<file path="src/rpm_params.svh">
// timing counts and reset values for the reset and port mode select block
// assumes inclusion by the top module only
`ifndef RPM_PARAMS_SVH
`define RPM_PARAMS_SVH
`define RPM_SYNC_STAGES 3
`define RPM_RST_STAGES 2
`define RPM_SLEW_HD 1'h1
`define RPM_SLEW_SD 1'h0
`define RPM_PORT_HOST 1'h0
`define RPM_PORT_TEST 1'h1
`define RPM_PIN_IDLE 7'h10
`endif

</file>
<file path="src/rpm_pkg.sv">
// types for the reset and port mode select block
// assumes rpm_params.svh is on the include path
package rpm_pkg;
   typedef enum logic [1:0] {RPM_IN_RESET, RPM_HOST, RPM_TEST} rpm_mode_e;
endpackage

</file>
<file path="src/rpm_top.sv">
// reset and port mode select: loop-through output control, reset handling, shared pin mux
// assumes all mode pins are asynchronous to i_ref_clk; slave-side settings come from outside
`timescale 1ns/1ps
`include "rpm_params.svh"
module rpm_top
   import rpm_pkg::*;
#(
   parameter int RST_STAGES = `RPM_RST_STAGES,
   parameter int SYNC_STAGES = `RPM_SYNC_STAGES
)
(
   input wire logic i_ref_clk,
   input wire logic i_rst_n,
   input wire logic i_loopthru_out_enable,
   input wire logic i_line_rate_select,
   input wire logic i_port_select,
   input wire logic i_master_slave,
   input wire logic i_loopthru_data,
   input wire logic i_pin_select,
   input wire logic i_pin_clock,
   input wire logic i_port_serial_in_shared,
   input wire logic i_host_data_out,
   input wire logic i_test_data_out,
   output logic o_loopthru_serial_out_p,
   output logic o_loopthru_serial_out_n,
   output logic o_loopthru_serial_out_oe,
   output logic o_slew_hd,
   output logic o_port_serial_out_shared,
   output logic o_port_serial_out_shared_oe,
   output logic o_host_select_n,
   output logic o_host_clock,
   output logic o_host_data_in,
   output logic o_test_mode_select,
   output logic o_test_clock,
   output logic o_test_data_in,
   output logic o_test_reset_n,
   output logic o_core_reset_n,
   output logic o_slave_mode
);

////////////////////////////////////////////////////////////////////////////////
// elaboration checks

// the reset release needs a shift of two or more
if (RST_STAGES < 2) begin : g_rst_stages_bad
   $error("reset synchroniser needs at least two stages");
end
// stages two and three are compared, so the count is fixed
if (SYNC_STAGES != 3) begin : g_sync_stages_bad
   $error("pin synchroniser supports exactly three stages");
end

////////////////////////////////////////////////////////////////////////////////
// internal reset: async assert, sync release so all blocks leave default together

// two stages trade one cycle of latency for metastability margin
logic [RST_STAGES-1:0] rst_sync_r;
logic [RST_STAGES-1:0] rst_sync_nxt;

always_comb begin
   rst_sync_nxt = {rst_sync_r[RST_STAGES-2:0], 1'h1};
end

always_ff @(posedge i_ref_clk or negedge i_rst_n) begin
   if (!i_rst_n) begin
      rst_sync_r <= '0;
   end else begin
      rst_sync_r <= rst_sync_nxt;
   end
end

// rst_core_n also resets the pin synchronisers, so they restart with the core
logic rst_core_n;
assign rst_core_n = rst_sync_r[RST_STAGES-1];

////////////////////////////////////////////////////////////////////////////////
// pin input synchronisers: three stages, change taken when stages two and three agree

// a one-cycle glitch never reaches stable_r, since stages two and three disagree
localparam int NSYNC = 7;
logic [NSYNC-1:0] pin_raw;
logic [NSYNC-1:0] s1_r, s2_r, s3_r, stable_r;
logic [NSYNC-1:0] s1_nxt, s2_nxt, s3_nxt, stable_nxt;

// shared serial pins cross domains too; their strobes are slow, so the latency is harmless
assign pin_raw = {i_port_serial_in_shared, i_pin_clock, i_pin_select,
   i_master_slave, i_port_select, i_line_rate_select, i_loopthru_out_enable};

always_comb begin
   s1_nxt = pin_raw;
   s2_nxt = s1_r;
   s3_nxt = s2_r;
   stable_nxt = stable_r;
   for (int i = 0; i < NSYNC; i++) begin
      if (s2_r[i] == s3_r[i]) begin
         stable_nxt[i] = s3_r[i];
      end
   end
end

always_ff @(posedge i_ref_clk or negedge rst_core_n) begin
   if (!rst_core_n) begin
      // select pin idles high, so no false host select follows reset
      s1_r <= `RPM_PIN_IDLE;
      s2_r <= `RPM_PIN_IDLE;
      s3_r <= `RPM_PIN_IDLE;
      stable_r <= `RPM_PIN_IDLE;
   end else begin
      s1_r <= s1_nxt;
      s2_r <= s2_nxt;
      s3_r <= s3_nxt;
      stable_r <= stable_nxt;
   end
end

logic en_q, rate_q, port_q, master_q, sel_q, sclk_q, sin_q;
assign {sin_q, sclk_q, sel_q, master_q, port_q, rate_q, en_q} = stable_r;

////////////////////////////////////////////////////////////////////////////////
// mode state: leaves reset one cycle after the internal release
// and follows the synchronised port select from then on

rpm_mode_e mode_r, mode_nxt;

always_comb begin
   unique case (mode_r)
      RPM_IN_RESET: mode_nxt = (port_q == `RPM_PORT_TEST) ? RPM_TEST : RPM_HOST;
      RPM_HOST: mode_nxt = (port_q == `RPM_PORT_TEST) ? RPM_TEST : RPM_HOST;
      RPM_TEST: mode_nxt = (port_q == `RPM_PORT_TEST) ? RPM_TEST : RPM_HOST;
   endcase
end

always_ff @(posedge i_ref_clk or negedge rst_core_n) begin
   if (!rst_core_n) begin
      mode_r <= RPM_IN_RESET;
   end else begin
      mode_r <= mode_nxt;
   end
end

////////////////////////////////////////////////////////////////////////////////
// output registers; every pin output is registered, costing one cycle of latency
// trade: that cycle buys glitch-free pins on every mode change

logic lt_p_nxt, lt_n_nxt, lt_oe_nxt, slew_nxt;
logic so_nxt, so_oe_nxt, hsel_n_nxt, hclk_nxt, hdi_nxt;
logic tms_nxt, tck_nxt, tdi_nxt, trst_n_nxt, slave_nxt;
logic host_on, test_on;

always_comb begin
   host_on = (mode_r == RPM_HOST);
   test_on = (mode_r == RPM_TEST);
   // host_on and test_on never hold together
   // rate setting in slave mode is external; a rate change needs a reset from outside
   slave_nxt = ~master_q;
   slew_nxt = rate_q ? `RPM_SLEW_HD : `RPM_SLEW_SD;
   lt_oe_nxt = en_q && (mode_r != RPM_IN_RESET);
   lt_p_nxt = lt_oe_nxt & i_loopthru_data;
   lt_n_nxt = lt_oe_nxt & ~i_loopthru_data;
   // select pin: active-low host select, active-high test mode select
   // shared pins go quiet outside their own mode, so the idle port sees no strobes
   hsel_n_nxt = host_on ? sel_q : 1'h1;
   hclk_nxt = host_on & sclk_q;
   hdi_nxt = host_on & sin_q;
   tms_nxt = test_on & sel_q;
   tck_nxt = test_on & sclk_q;
   tdi_nxt = test_on & sin_q;
   trst_n_nxt = test_on;
   so_oe_nxt = host_on | test_on;
   so_nxt = test_on ? i_test_data_out : (host_on & i_host_data_out);
end

always_ff @(posedge i_ref_clk or negedge rst_core_n) begin
   if (!rst_core_n) begin
      o_loopthru_serial_out_p <= 1'h0;
      o_loopthru_serial_out_n <= 1'h0;
      o_loopthru_serial_out_oe <= 1'h0;
      o_slew_hd <= `RPM_SLEW_SD;
      o_port_serial_out_shared <= 1'h0;
      o_port_serial_out_shared_oe <= 1'h0;
      o_host_select_n <= 1'h1;
      o_host_clock <= 1'h0;
      o_host_data_in <= 1'h0;
      o_test_mode_select <= 1'h0;
      o_test_clock <= 1'h0;
      o_test_data_in <= 1'h0;
      o_test_reset_n <= 1'h0;
      o_core_reset_n <= 1'h0;
      o_slave_mode <= 1'h1;
   end else begin
      o_loopthru_serial_out_p <= lt_p_nxt;
      o_loopthru_serial_out_n <= lt_n_nxt;
      o_loopthru_serial_out_oe <= lt_oe_nxt;
      o_slew_hd <= slew_nxt;
      o_port_serial_out_shared <= so_nxt;
      o_port_serial_out_shared_oe <= so_oe_nxt;
      o_host_select_n <= hsel_n_nxt;
      o_host_clock <= hclk_nxt;
      o_host_data_in <= hdi_nxt;
      o_test_mode_select <= tms_nxt;
      o_test_clock <= tck_nxt;
      o_test_data_in <= tdi_nxt;
      o_test_reset_n <= trst_n_nxt;
      o_core_reset_n <= 1'h1;
      o_slave_mode <= slave_nxt;
   end
end

endmodule

</file>
<file path="config.mk">
export PLATFORM = sky130hd
export DESIGN_NAME = rpm_top
export DESIGN_NICKNAME = d
export VERILOG_FILES = /design/src/rpm_pkg.sv /design/src/rpm_top.sv
export VERILOG_INCLUDE_DIRS = /design/src
export SDC_FILE = /design/constraint.sdc
export NUM_CORES = 1
export LEC_CHECK = 0
export ABC_AREA = 0
export BUFFER_PORTS_ARGS = -buffer_cell sky130_fd_sc_hd__buf_2
export CORE_ASPECT_RATIO = 1.5
export CORE_MARGIN = 8
export CORE_UTILIZATION = 40
export DETAILED_ROUTE_END_ITERATION = 10
export GPL_TIMING_DRIVEN = 0
export HOLD_SLACK_MARGIN = 0.08
export SYNTH_ARGS = -nofsm -noshare
export SYNTH_HDL_FRONTEND = slang
export SYNTH_SLANG_ARGS = --single-unit
</file>
<file path="constraint.sdc">
create_clock -name i_ref_clk -period 1.88 [get_ports i_ref_clk]
set_clock_uncertainty 0.15 [all_clocks]
set_input_delay 0.376 -clock i_ref_clk [delete_from_list [all_inputs] [get_ports i_ref_clk]]
set_output_delay 0.376 -clock i_ref_clk [all_outputs]
set_load 0.05 [all_outputs]
</file>
; Word-level counts from Yosys, hierarchy flattened
; Cells that the tools add are included.
; Widths: inputs -> output; s select.
[word_totals]
regBits = 47
inputBits = 12
output_inout_bits = 15
[op_classes]
n_eq_ne = 9
n_mux = 5
bitwise_logic = 11
n_reduce_logical = 4
[op_table]
columns = op, count
row1 = $and 1x1->1, 8
row2 = $eq 1x1->1, 7
row3 = $mux 2, 2
row4 = $mux 1, 3
row5 = $reduce_or 3->1, 1
row6 = $eq 2x1->1 const B, 1
row7 = $eq 2x2->1 const B, 1
row8 = $logic_not 2->1, 1
row9 = $not 1->1, 2
row10 = $reduce_bool 2->1, 1
row11 = $logic_and 1x1->1, 1
row12 = $or 1x1->1, 1

; Longest topological paths before layout
[depth]
ltp_word = 3
mapped_depth = 4
depth_no_buf = 4

; Least setup slack after synthesis
; No wires, ideal clock.
[synth_timing]
path_type = reg2out
from = register o_host_select_n
to = output port o_host_select_n
arrival_time_ps = 656
t_required_ps = 1354
path_slack_ps = 698
path_stages_with_launch = 1
cell_sequence = dfstp_2
[synth_lines]
columns = element, line_no
row1 = start: declaration, rpm_top.sv:30  ; output logic o_host_select_n,
row2 = start signal: assignment, rpm_top.sv:197  ; o_host_select_n <= hsel_n_nxt;
; No word-level cell between the ends.

; Final worst setup path
[layout_timing]
from = register o_slave_mode
to = output port o_slave_mode
[layout_lines]
columns = element, line_no
row1 = start: declaration, rpm_top.sv:38  ; output logic o_slave_mode
row2 = start signal: assignment, rpm_top.sv:205  ; o_slave_mode <= slave_nxt;
; No word-level cell between the ends.

==> results.sh <==
export IMPL_path_clk_slew_ps=80
export IMPL_grt_use_total_pct=7.14
export IMPL_antenna_left=0
export IMPL_power_switching_w=0.000479
export IMPL_setup_slack_ps=307
export IMPL_syn_avg_cell_area_um2=18.8
export IMPL_r2r_end="o_loopthru_serial_out_p"
export IMPL_final_cell_mix="dfrtp_1 (40), buf_2 (26), dlygate4sd3_1 (8)"
export IMPL_clock_latency_ps=280
export IMPL_crit_type="flop to output pin"
export IMPL_path_delay_family="flip-flops"
export IMPL_htreeDepth=2
export IMPL_grt_pass1_vias=727
export IMPL_cts_tree="done"
export IMPL_grt_max_degree=46
export IMPL_pin_count=27
export IMPL_clockBufferDepth=2
export IMPL_startpoint="o_slave_mode"
export IMPL_cp_slowest_stage_delay_ps=510
export IMPL_timing_rr_start="mode_r[0]"
export IMPL_num_rows=26
export IMPL_dp_cells=144
export IMPL_cts_setup_buffers=0
export IMPL_ff2ff_path_depth=4
export IMPL_cts_buffers=5
export IMPL_port_buffers=26
export IMPL_cp_num_buf_inv=1
export IMPL_area_growth_pct=24.8
export IMPL_relSlewSlack_pct=40.2
export IMPL_die_area_um2=5720
export IMPL_p_per_area_nw_per_um2=1080
export IMPL_wire_per_inst_um=10.9
export IMPL_drc=0
export IMPL_clock_sinks=47
export IMPL_maxSlewViolCount=0
export IMPL_timing_fmax_ghz=0.636
export IMPL_pre_cts_slack_ps=613
export IMPL_critical_path_peak_fanout=1
export IMPL_crit_end="o_slave_mode"
export IMPL_period_needed_ps=1570
export IMPL_rsz0062_at_grt="no"
export IMPL_synth_top_area_share_pct=72.8
export IMPL_comb_power_share_pct=11.5
export IMPL_required_ps=1350
export IMPL_antenna_found_initial=0
export IMPL_clkPwrFrac_pct=28.8
export IMPL_switching_share_pct=25.2
export IMPL_synth_area_um2=1410
export IMPL_ys_seq_area_share_pct=84.0
export IMPL_post_route_period_util_pct=83.6
export IMPL_end_kind="output pin"
export IMPL_drv_cap=0
export IMPL_cts_root_buf="clkbuf_8"
export IMPL_antenna_cells_inserted=0
export IMPL_outcome="finished, final reports clean"
export IMPL_postSynthCellCount=75
export IMPL_fillers=311
export IMPL_yosysWarnings=0
export IMPL_cp_start_kind="flop"
export IMPL_ir_drop_mv=0.823
export IMPL_core_area_um2=3380
export IMPL_final_common_cell="dfrtp_1"
export IMPL_yosys_top_cells_area="dfrtp_1 (73%), dfstp_2 (11%), maj3_2 (5.6%)"
export IMPL_intPower_w=0.00142
export IMPL_first_pass_iters=3
export IMPL_vias=679
export IMPL_nets=133
export IMPL_start_util_pct=41.6
export IMPL_drtIter0Drc=6
export IMPL_synth_cell_type_count=12
export IMPL_overflow=0
export IMPL_power_frac_seq_pct=59.7
export IMPL_grt_pass1_wl_um=3080
export IMPL_finalHoldViolations=0
export IMPL_arrival_ps=1050
export IMPL_ys_seq_elements=47
export IMPL_via_per_inst=4.24
export IMPL_hpwl_um=1210
export IMPL_fin_cells=160
export IMPL_rrSetupSlack_ps=740
export IMPL_tightestPinTransition_ps=897
export IMPL_final_setup_viol_count=0
export IMPL_drive_gt1_share_pct=39.8
export IMPL_cp_cell_sequence="buf_2"
export IMPL_yosys_area_top_type="dfrtp_1"
export IMPL_gp_congestion=0.636
export IMPL_routed_wl_um=1750
export IMPL_leakagePower_nw=0.860
export IMPL_cp_depth=1
export IMPL_min_path_type="primary input to flop"
export IMPL_worst_path_max_delay_cell="dfstp_2"
export IMPL_die_h_um=88.7
export IMPL_dieWidth_um=64.5
[synthesized netlist by cell type]
master and count:
nand2b_1 1, maj3_2 7, inv_1 4, dfrtp_1 41, nor2b_4 1, conb_1 1, and2_1 6, ha_1 4
and2b_1 1, o21ai_1 1, nand2_1 2, dfstp_2 6
[layout make-up]
type,instances,area [µm²],area share [%]
Clock buffer,7,76.3,4.34
Clock inverter,1,5.00,0.285
Inverter,4,15.0,0.854
Multi-Input combinational cell,25,214,12.2
Sequential cell,47,1180,67.4
Tap cell,42,52.6,2.99
Timing Repair Buffer,34,210,12.0
[how the worst min path moves through the flow]
stage / startpoint / to / slack (ps) / depth (start not counted)
detailed placement: i_rst_n / rst_sync_r[0] / 10 / 1
finish: i_test_data_out / o_port_serial_out_shared / 160 / 3
CTS: i_test_data_out / o_port_serial_out_shared / 150 / 3
floorplan: i_rst_n / rst_sync_r[0] / -70 / 0
global placement: i_rst_n / rst_sync_r[0] / 10 / 1
global route: i_loopthru_data / o_loopthru_serial_out_p / 170 / 2
[state kept, by name, summed over array words and instances, names as in the netlist, 2 cells and up]
register / flops
s2_r: 7
s1_r: 7
stable_r: 7
mode_r: 2
rst_sync_r: 2
s3_r: 7
[through the flow]
| stage | power (W) | area (µm²) | TNS (ps) | utilization [%] | hold slack (ps) |
|---|---|---|---|---|---|
| 4_1_cts | 0.00195 | 1760 | 0 | 52.0 | 150 |
| 2_1_floorplan | 0.00131 | 1410 | 0 | - | -69.6 |
| 3_3_place_gp | 0.00136 | 1600 | -324 | 47.2 | 10.9 |
| 6_report | 0.00190 | 1760 | 0 | 52.0 | 159 |
| 3_5_place_dp | 0.00137 | 1600 | 0 | 47.2 | 13.3 |
| 5_1_grt | 0.00200 | 1760 | 0 | 52.0 | 165 |
[repair_timing]
item,4_1_cts,5_1_grt
setup endpoints to repair,0,0
endpoints found under the hold margin,9,0
hold buffers,8,0
resized for setup,0,0
[layer usage]
layer / wire, µm / GRT usage, % / up-vias
met5: 0 / 0 / -
met4: 49 / 4.78 / 0
met3: 219 / 5.32 / 4
met2: 821 / 11.8 / 25
met1: 656 / 5.78 / 337
li1: - / - / 313
[cell families after synthesis]
group | after synthesis | synth area share (%)
AO/OA/AOI/OAI | 1 | 0.355
AND/OR/NAND/NOR | 11 | 5.15
adder cells (fa/ha/maj) | 11 | 9.15
buffers and inverters | 4 | 1.07
flip-flops | 47 | 84.0
other | 1 | 0.266
[power groups by stage]
stage	sequential, W	clock [W]	combinational (W)
2_1_floorplan	0.00126	0	0.0000463
3_3_place_gp	0.00115	0	0.000206
3_5_place_dp	0.00116	0	0.000210
4_1_cts	0.00114	0.000585	0.000223
5_1_grt	0.00115	0.000624	0.000233
6_report	0.00113	0.000548	0.000219
Power figures use the tool's default switching activity.
